[src/rtl/tcp_cfg.svh]
// Purpose: Offsets, field positions and resets of the PWM block
// Assumes: APB byte addresses, one 32-bit word per register
// Notes:   Definitions only
`ifndef TCP_CFG_SVH
`define TCP_CFG_SVH
// ----------------------------------------
// Register byte offsets
// ----------------------------------------
`define TCP_A_CTRL  8'h00
`define TCP_A_STAT  8'h04
`define TCP_A_UCMP  8'h08
`define TCP_A_UBUF  8'h0C
`define TCP_A_CMP1  8'h10
`define TCP_A_BUF1  8'h14
`define TCP_A_CMP2  8'h18
`define TCP_A_BUF2  8'h1C
`define TCP_A_CMP3  8'h20
`define TCP_A_BUF3  8'h24
`define TCP_A_LEAD  8'h28
`define TCP_A_LAG   8'h2C
`define TCP_A_DEAD  8'h30
`define TCP_A_HALF  8'h34
`define TCP_A_HBUF  8'h38
// ----------------------------------------
// Control and status bit positions
// ----------------------------------------
`define TCP_C_START 0
`define TCP_C_BYP   1
`define TCP_C_TOG   2
`define TCP_C_PLVL  3
`define TCP_C_ALVL  4
`define TCP_C_XTR   5
`define TCP_C_SKPL  8
`define TCP_C_SKPH  11
`define TCP_S_PEAK  0
`define TCP_S_TRGH  1
// ----------------------------------------
// Reset values
// ----------------------------------------
`define TCP_R_CTRL  16'h0000
`define TCP_R_REG   16'h0000
`define TCP_R_UPPER 16'hFFFF
`endif

[src/rtl/tcp_pkg.sv]
// Purpose: Types shared by the PWM block and its bench
// Assumes: Constants come from tcp_cfg.svh
// Notes:   Carrier structs for the APB side and the pins
package tcp_pkg;
  typedef enum logic [1:0] {
    ST_IDLE = 2'b01,
    ST_RUN  = 2'b10
  } tcp_mode_e;
  typedef struct packed {
    logic        psel;
    logic        penable;
    logic        pwrite;
    logic [7:0]  paddr;
    logic [31:0] pwdata;
  } tcp_apb_req_t;
  typedef struct packed {
    logic [31:0] prdata;
    logic        pready;
    logic        pslverr;
  } tcp_apb_rsp_t;
  typedef struct packed {
    logic [2:0] pos;
    logic [2:0] anti;
    logic       tog;
    logic       adc;
    logic       peak;
    logic       trough;
  } tcp_pwm_t;
  typedef logic [2:0][15:0] tcp_trio_t;
  typedef struct packed {
    tcp_mode_e    mode;
    logic [15:0]  ctrl;
    logic [15:0]  c3;
    logic [15:0]  c4;
    logic         dn3;
    logic         dn4;
    logic [15:0]  upper;
    logic [15:0]  ubuf;
    tcp_trio_t    cmp;
    tcp_trio_t    buff;
    tcp_trio_t    stg;
    logic         pend;
    logic [15:0]  dead;
    logic [15:0]  half;
    logic [15:0]  hbuf;
    logic         pk_f;
    logic         tr_f;
    logic [3:0]   skip;
    tcp_apb_rsp_t rsp;
    tcp_pwm_t     pwm;
  } tcp_state_t;
endpackage

[src/rtl/tcp_pwm.sv]
// Purpose: Three-phase complementary PWM with dead time
// Assumes: APB slave, zero wait, one counter step per clock
// Notes:   Outputs come straight from the state register
//
// Overview of operation
// - Three phases, each a positive and an antiphase output: six lines.
// - Dead-time gap keeps each pair apart; a control bit drops it.
// - Optional toggle pin switching in step with the carrier.
// - Upper limit is the lead counter turning point: half period plus dead.
// - Each duty compare sets one phase through compare against the lead counter.
// - Upper limit and duties each have a buffer copied in while running.
// - Duties move buffer to hidden staging, then staging to compare.
// - Staging registers are neither readable nor writable by software.
// - 16-bit lead counter turns down at upper limit, up at dead time.
// - 16-bit lag counter turns down at half cycle, up at zero.
// - 16-bit dead-time register sets the gap for all pairs.
// - 16-bit half-cycle register sets the lag counter turning point.
// - Half-cycle register is reloaded from its buffer while running.
// - Peak and trough events; converter triggers can be skipped.
// - Start loads lead with dead time, lag with zero, both together.
// - Phase-three buffer write, written last, triggers the staging move.
// - Duty zero forces 0%/100%; duty at or above upper forces 100%/0%.
// - Positive and antiphase active levels chosen by separate bits.
`timescale 1ns/10ps
`include "tcp_cfg.svh"
module tcp_pwm (
  input  wire logic                  clock_i,
  input  wire logic                  rst_b_i,
  input  wire tcp_pkg::tcp_apb_req_t apb_i,
  output tcp_pkg::tcp_apb_rsp_t      apb_o,
  output tcp_pkg::tcp_pwm_t          pwm_o
);
  import tcp_pkg::*;

  // ----------------------------------------
  // Helpers
  // ----------------------------------------
  // Returns {positive active, antiphase active}
  function automatic logic [1:0] phase_act(
    input logic [15:0] duty,
    input logic [15:0] c3,
    input logic [15:0] upper,
    input logic [15:0] dead,
    input logic        byp
  );
    logic [16:0] edge_hi;
    logic        p;
    logic        a;
    edge_hi = {1'b0, duty} + {1'b0, dead};
    p = (c3 < duty);
    a = byp ? (c3 >= duty) : ({1'b0, c3} > edge_hi);
    if (duty == 16'h0000) begin
      phase_act = 2'b01;
    end else if (duty >= upper) begin
      phase_act = 2'b10;
    end else begin
      phase_act = {p, a};
    end
  endfunction

  // Active level bit 1 means active high
  function automatic logic drive(
    input logic act,
    input logic lvl
  );
    drive = ~(act ^ lvl);
  endfunction

  // ----------------------------------------
  // State
  // ----------------------------------------
  tcp_state_t s_q;
  tcp_state_t s_d;
  logic       run;
  logic       pk;
  logic       tr;
  logic       acc;
  logic       wr;
  logic       xfer;
  logic [1:0] act0;
  logic [1:0] act1;
  logic [1:0] act2;

  assign run  = (s_q.mode == ST_RUN);
  assign pk   = run & ~s_q.dn3 & (s_q.c3 == s_q.upper);
  assign tr   = run & s_q.dn4 & (s_q.c4 == 16'h0000);
  assign acc  = apb_i.psel & apb_i.penable & s_q.rsp.pready;
  assign wr   = acc & apb_i.pwrite;
  // Trough transfer doubles the update rate at no extra cost
  assign xfer = pk | (tr & s_q.ctrl[`TCP_C_XTR]);
  assign act0 = phase_act(s_q.cmp[0], s_q.c3, s_q.upper, s_q.dead,
                          s_q.ctrl[`TCP_C_BYP]);
  assign act1 = phase_act(s_q.cmp[1], s_q.c3, s_q.upper, s_q.dead,
                          s_q.ctrl[`TCP_C_BYP]);
  assign act2 = phase_act(s_q.cmp[2], s_q.c3, s_q.upper, s_q.dead,
                          s_q.ctrl[`TCP_C_BYP]);

  always_comb begin
    s_d = s_q;
    s_d.pwm.adc    = 1'b0;
    s_d.pwm.peak   = pk;
    s_d.pwm.trough = tr;
    // ----------------------------------------
    // Counters
    // ----------------------------------------
    case (s_q.mode)
      ST_IDLE: begin
        if (s_q.ctrl[`TCP_C_START]) begin
          s_d.mode    = ST_RUN;
          s_d.c3      = s_q.dead;
          s_d.c4      = 16'h0000;
          s_d.dn3     = 1'b0;
          s_d.dn4     = 1'b0;
          s_d.pwm.tog = 1'b0;
          s_d.skip    = 4'h0;
        end
      end
      ST_RUN: begin
        if (!s_q.ctrl[`TCP_C_START]) begin
          s_d.mode = ST_IDLE;
        end else begin
          if (pk) begin
            s_d.dn3 = 1'b1;
            s_d.c3  = s_q.c3 - 16'h0001;
          end else if (s_q.dn3 && s_q.c3 == s_q.dead) begin
            s_d.dn3 = 1'b0;
            s_d.c3  = s_q.c3 + 16'h0001;
          end else begin
            s_d.c3 = s_q.dn3 ? s_q.c3 - 16'h0001 : s_q.c3 + 16'h0001;
          end
          if (!s_q.dn4 && s_q.c4 == s_q.half) begin
            s_d.dn4 = 1'b1;
            s_d.c4  = s_q.c4 - 16'h0001;
          end else if (tr) begin
            s_d.dn4 = 1'b0;
            s_d.c4  = s_q.c4 + 16'h0001;
          end else begin
            s_d.c4 = s_q.dn4 ? s_q.c4 - 16'h0001 : s_q.c4 + 16'h0001;
          end
          if ((pk || tr) && s_q.ctrl[`TCP_C_TOG]) begin
            s_d.pwm.tog = ~s_q.pwm.tog;
          end
          if (tr) begin
            // Fire on every (skip+1)th trough
            if (s_q.skip == s_q.ctrl[`TCP_C_SKPH:`TCP_C_SKPL]) begin
              s_d.pwm.adc = 1'b1;
              s_d.skip    = 4'h0;
            end else begin
              s_d.skip = s_q.skip + 4'h1;
            end
          end
        end
      end
      default: begin
        s_d.mode = ST_IDLE;
      end
    endcase
    // ----------------------------------------
    // Buffered transfers
    // ----------------------------------------
    if (xfer) begin
      s_d.upper = s_q.ubuf;
      s_d.half  = s_q.hbuf;
      if (s_q.pend) begin
        s_d.cmp  = s_q.stg;
        s_d.pend = 1'b0;
      end
    end
    // ----------------------------------------
    // Register writes
    // ----------------------------------------
    if (wr) begin
      case (apb_i.paddr)
        `TCP_A_CTRL: s_d.ctrl = apb_i.pwdata[15:0];
        `TCP_A_STAT: begin
          if (apb_i.pwdata[`TCP_S_PEAK]) s_d.pk_f = 1'b0;
          if (apb_i.pwdata[`TCP_S_TRGH]) s_d.tr_f = 1'b0;
        end
        `TCP_A_UCMP: if (!run) s_d.upper = apb_i.pwdata[15:0];
        `TCP_A_UBUF: s_d.ubuf = apb_i.pwdata[15:0];
        `TCP_A_CMP1: if (!run) s_d.cmp[0] = apb_i.pwdata[15:0];
        `TCP_A_BUF1: s_d.buff[0] = apb_i.pwdata[15:0];
        `TCP_A_CMP2: if (!run) s_d.cmp[1] = apb_i.pwdata[15:0];
        `TCP_A_BUF2: s_d.buff[1] = apb_i.pwdata[15:0];
        `TCP_A_CMP3: if (!run) s_d.cmp[2] = apb_i.pwdata[15:0];
        `TCP_A_BUF3: begin
          s_d.buff[2] = apb_i.pwdata[15:0];
          s_d.stg     = {apb_i.pwdata[15:0], s_q.buff[1], s_q.buff[0]};
          s_d.pend    = 1'b1;
        end
        `TCP_A_LEAD: if (!run) s_d.c3 = apb_i.pwdata[15:0];
        `TCP_A_LAG:  if (!run) s_d.c4 = apb_i.pwdata[15:0];
        `TCP_A_DEAD: s_d.dead = apb_i.pwdata[15:0];
        `TCP_A_HALF: if (!run) s_d.half = apb_i.pwdata[15:0];
        `TCP_A_HBUF: s_d.hbuf = apb_i.pwdata[15:0];
        default: begin
        end
      endcase
    end
    // Set after clear, so a same-cycle event survives
    if (pk) s_d.pk_f = 1'b1;
    if (tr) s_d.tr_f = 1'b1;
    // ----------------------------------------
    // Read side, latched in the setup cycle
    // ----------------------------------------
    s_d.rsp.pready  = apb_i.psel & ~apb_i.penable;
    s_d.rsp.pslverr = 1'b0;
    s_d.rsp.prdata  = 32'h0000_0000;
    if (apb_i.psel && !apb_i.penable) begin
      // Staging holds no address, so it never reads back
      case (apb_i.paddr)
        `TCP_A_CTRL: s_d.rsp.prdata = {16'h0000, s_q.ctrl};
        `TCP_A_STAT: s_d.rsp.prdata = {27'h0, s_q.pend, run, s_q.dn3,
                                       s_q.tr_f, s_q.pk_f};
        `TCP_A_UCMP: s_d.rsp.prdata = {16'h0000, s_q.upper};
        `TCP_A_UBUF: s_d.rsp.prdata = {16'h0000, s_q.ubuf};
        `TCP_A_CMP1: s_d.rsp.prdata = {16'h0000, s_q.cmp[0]};
        `TCP_A_BUF1: s_d.rsp.prdata = {16'h0000, s_q.buff[0]};
        `TCP_A_CMP2: s_d.rsp.prdata = {16'h0000, s_q.cmp[1]};
        `TCP_A_BUF2: s_d.rsp.prdata = {16'h0000, s_q.buff[1]};
        `TCP_A_CMP3: s_d.rsp.prdata = {16'h0000, s_q.cmp[2]};
        `TCP_A_BUF3: s_d.rsp.prdata = {16'h0000, s_q.buff[2]};
        `TCP_A_LEAD: s_d.rsp.prdata = {16'h0000, s_q.c3};
        `TCP_A_LAG:  s_d.rsp.prdata = {16'h0000, s_q.c4};
        `TCP_A_DEAD: s_d.rsp.prdata = {16'h0000, s_q.dead};
        `TCP_A_HALF: s_d.rsp.prdata = {16'h0000, s_q.half};
        `TCP_A_HBUF: s_d.rsp.prdata = {16'h0000, s_q.hbuf};
        default:     s_d.rsp.pslverr = 1'b1;
      endcase
    end
    // ----------------------------------------
    // Pins
    // ----------------------------------------
    // Stopped: all six lines parked at their inactive level
    s_d.pwm.pos[0]  = drive(run & act0[1], s_q.ctrl[`TCP_C_PLVL]);
    s_d.pwm.anti[0] = drive(run & act0[0], s_q.ctrl[`TCP_C_ALVL]);
    s_d.pwm.pos[1]  = drive(run & act1[1], s_q.ctrl[`TCP_C_PLVL]);
    s_d.pwm.anti[1] = drive(run & act1[0], s_q.ctrl[`TCP_C_ALVL]);
    s_d.pwm.pos[2]  = drive(run & act2[1], s_q.ctrl[`TCP_C_PLVL]);
    s_d.pwm.anti[2] = drive(run & act2[0], s_q.ctrl[`TCP_C_ALVL]);
  end

  always_ff @(posedge clock_i or negedge rst_b_i) begin
    if (!rst_b_i) begin
      s_q           <= '0;
      s_q.mode      <= ST_IDLE;
      s_q.ctrl      <= `TCP_R_CTRL;
      s_q.upper     <= `TCP_R_UPPER;
      s_q.ubuf      <= `TCP_R_UPPER;
      s_q.dead      <= `TCP_R_REG;
      s_q.half      <= `TCP_R_REG;
      s_q.hbuf      <= `TCP_R_REG;
      s_q.pwm.pos   <= 3'h7;
      s_q.pwm.anti  <= 3'h7;
    end else begin
      s_q <= s_d;
    end
  end

  assign apb_o = s_q.rsp;
  assign pwm_o = s_q.pwm;

  logic [2:0] pa_w;
  logic [2:0] aa_w;
  assign pa_w = ~(s_q.pwm.pos ^ {3{s_q.ctrl[`TCP_C_PLVL]}});
  assign aa_w = ~(s_q.pwm.anti ^ {3{s_q.ctrl[`TCP_C_ALVL]}});
endmodule

[config.mk]
export PLATFORM = sky130hd
export DESIGN_NAME = tcp_pwm
export DESIGN_NICKNAME = d
export VERILOG_FILES = /design/src/rtl/tcp_pkg.sv /design/src/rtl/tcp_pwm.sv
export VERILOG_INCLUDE_DIRS = /design/src /design/src/rtl
export SDC_FILE = /design/constraint.sdc
export NUM_CORES = 1
export LEC_CHECK = 0
export ABC_AREA = 0
export BUFFER_PORTS_ARGS = -buffer_cell sky130_fd_sc_hd__buf_2
export CAP_MARGIN = 20
export CORE_UTILIZATION = 45
export CTS_CLUSTER_DIAMETER = 200
export DETAILED_ROUTE_END_ITERATION = 16
export HOLD_SLACK_MARGIN = 0.05
export PLACE_DENSITY_LB_ADDON = 0.2
export SYNTH_ARGS = -nofsm -noshare
export SYNTH_HDL_FRONTEND = slang
export SYNTH_SLANG_ARGS = --single-unit
[constraint.sdc]
create_clock -name clock_i -period 4.1 [get_ports clock_i]
set_input_delay 0.205 -clock clock_i [delete_from_list [all_inputs] [get_ports clock_i]]
set_output_delay 0.205 -clock clock_i [all_outputs]
set_load 0.05 [all_outputs]
==> impl_metrics.ini <==
[critical_path]
arrival_ns = 4.41
cp-end-kind = register
rr_worst_depth = 18
crit_required_ns = 4.58
path_class = reg -> reg
start_kind = register
reg2reg_setup_slack_ns = 0.17
cp_max_fo = 4

[yosys]
yosysTopAreaCellShare_pct = 30.2
synth_top_family_by_area = compound AO/OA/AOI/OAI gates
seq_area_frac_synth_pct = 35.1
synth_cells = 2228
netlist_area_sq_mm = 0.0212
synth-seq-cells = 295
synth_mux_area_share_pct = 12.1
async_reset_ff_share_pct = 100
synth_edf_count = 0
synth_ff_type = dfrtp_1
synth_compound_area_share_pct = 17.2
ys_top_cells_by_area = dfrtp_1 (30%), ha_1 (12%), mux2_2 (7.6%)
synth_top_cell_by_area = dfrtp_1
yosysWarningCount = 0
synth_area_per_cell_sq_um = 9.51
synthAdderAreaFrac_pct = 12.1
synth_cell_type_count = 84
yosys.area_share.simple_pct = 13.2
post-synth-top-count-cell = dfrtp_1
synth_xor_area_share_pct = 4.09
synth_common_cells = dfrtp_1 (256), ha_1 (200), nand2_1 (190)

[timing]
finalSetupViolCount = 0
rsz0062_at_grt = true
hold_viol = 0
drv_slew = 0
whs_ns = 0.0622
worst_slack_ns = 0.171
fin_worst_skew_ns = 0.0186
fin_crit_sh_pct = 95.8
maxSlewHeadroom_pct = 24.1
fin_setup_tns_ns = 0
timing.fmax_mhz = 255
fin_crit_ns = 3.93
worst_pin_slew_ns = 1.14

[clock_network]
cts_tree = yes
clk_pin_slew_worst_paths_ns = 0.06
cts_root_buf = clkbuf_16
cts_inserted_buffers = 36
clk_path_buf_depth = 3
clock-sinks = 295
h-tree-depth = 2
clock_latency_ns = 0.56
post_cts.repair.setup_buffers = 0

[grt]
antenna_found_initial = 4
grtUsageTotal_pct = 35.6
gr-total-overflow = 0
grt_max_degree = 119
grt_pass1_vias = 18594
grt_first_pass_wirelength_mm = 124

[layout]
n_fill_cell = 4279
drive_gt1_share_pct = 20.1
area_delta_synth_final_pct = 12.3
fin_nets = 2562
final-seq-area_sq_mm = 0.00743
antennaDiodeCount = 0
multiInputGateArea_sq_mm = 0.0126

[min_path]
hold_class = in -> reg
hold_depth = 3

[die]
coreArea_sq_mm = 0.0465
die_x_microns = 219
initial_core_util_pct = 45.6
rows = 79
io_pins = 89
dieHeight_microns = 219
dieArea_sq_mm = 0.0479

[pwr]
leakage_nw = 11.7
seq_power_share_pct = 39.3
p_comb_share_pct = 21.2
intPower_mw = 5.76
power-per-cell-area_mw_per_mm2 = 363
ir_drop_mv = 0.323
p_sw_mw = 2.87
netSwitchingFraction_pct = 33.3
clkPwrFrac_pct = 39.5

[place]
gp_congestion = 1.04
pre_cts_ws_ns = 0.00983
dp_hpwl_mm = 62.2
io_buffers = 56

[routing]
drtIter0Drc = 2315
drc_errors = 2
drt-vias-per-instance = 6.53
ant_nets = 0
vias = 19250
wl_mm = 85.3
wl_per_cell_microns = 28.9
dr.pass1.iters = 12

[flow_run]
cap_viol_max_count = 0

[status]
status = complete, but fails checks
failed_checks = DRC
worst paths after layout:
kind,from,to
worst max-delay path,s_q[83],pwm_o[4]
worst min-delay path,apb_i[10],s_q[269]
worst min register to register,s_q[49],s_q[49]
worst max register to register,s_q[83],pwm_o[4]
max in group asynchronous,rst_b_i,s_q[224]
min in group asynchronous,rst_b_i,s_q[300]
kinds of logic (layout without fill, tap and decap cells):
kind of cell | Yosys count | count (layout)
AOI/OAI and AO/OA | 552 | 552
xor gates and xnor gates | 99 | 99
adders and majority gates | 203 | 203
buffers and inverters | 259 | 357
DFF | 295 | 295
muxes | 239 | 239
other | 1 | 16
and+or+nand+nor | 580 | 580
layout by cell type (no fill, tap or decap), types with 50 or more instances in the layout:
cell type / netlist / layout
nor2_1: 126 / 126
o21ai_0: 175 / 172
nand2_1: 190 / 189
mux2i_1: 96 / 96
mux2_2: 143 / 143
dfrtp_1: 256 / 256
buf_2: 7 / 55
nand3_1: 50 / 50
a221oi_1: 50 / 50
buf_4: 47 / 137
a21oi_1: 92 / 89
inv_1: 90 / 90
xnor2_1: 65 / 65
ha_1: 200 / 200
timing repair:
action	4_1_cts	5_1_grt
hold buffers	5	0
pin swaps	0	3
resized for setup	1	15
setup endpoints to repair	1	3
hold endpoints to repair	80	0
stage by stage:
| step | power, mW | std cells | util (%) | instance area, sq um |
|---|---|---|---|---|
| 3_3_place_gp | 5.16 | 2878 | 48.3 | 22400 |
| 6_report | 8.64 | 2948 | 51.2 | 23800 |
| 4_1_cts | 8.59 | 2948 | 51.1 | 23700 |
| 3_5_place_dp | 5.20 | 2878 | 48.3 | 22400 |
| 2_1_floorplan | 4.50 | 2243 | - | 21200 |
| 5_1_grt | 8.94 | 2948 | 51.2 | 23800 |
sequential cells by signal, indices dropped and copies added (netlist names):
signal / count
pwm_o: 10
s_q: 267
apb_o: 18
layout make-up:
cell class              count  area share [%]
multi-input cells        1689            53.0
flip-flops and latches    295            31.3
repair buffers            200            5.93
clock buffers              51            4.24
well taps                 607            3.19
inverters                  92            1.45
clock inverters            14           0.921
critical path, stage by stage, from the launching register on:
cell	delay, ns
dfrtp_1	0.44
ha_1	0.32
a21o_1	0.17
a21oi_2	0.17
o21ai_1	0.12
o41ai_1	0.26
buf_4	0.21
o21ai_0	0.15
o41ai_2	0.26
xor2_1	0.12
ha_1	0.31
nand3_1	0.14
nor3_1	0.20
o31ai_1	0.09
o211ai_1	0.10
o22ai_1	0.09
or4_1	0.40
o22ai_1	0.17
xnor2_1	0.14
power groups by stage:
stage,clock (mW),combinational [mW],sequential (mW)
after floorplan,0,1.28,3.22
after global placement,0,1.73,3.42
after detailed placement,0,1.77,3.43
after CTS,3.43,1.79,3.37
after global routing,3.55,2.00,3.39
final,3.41,1.83,3.39
per-layer routing:
metal	vias up	GRT usage, %	routed length (microns)
met5	-	0	52
met2	1151	53.7	36300
li1	8352	-	-
met4	8	20.3	5500
met1	9472	47.4	34900
met3	267	7.28	8490
Note: power is estimated with default switching activity, not from simulation.
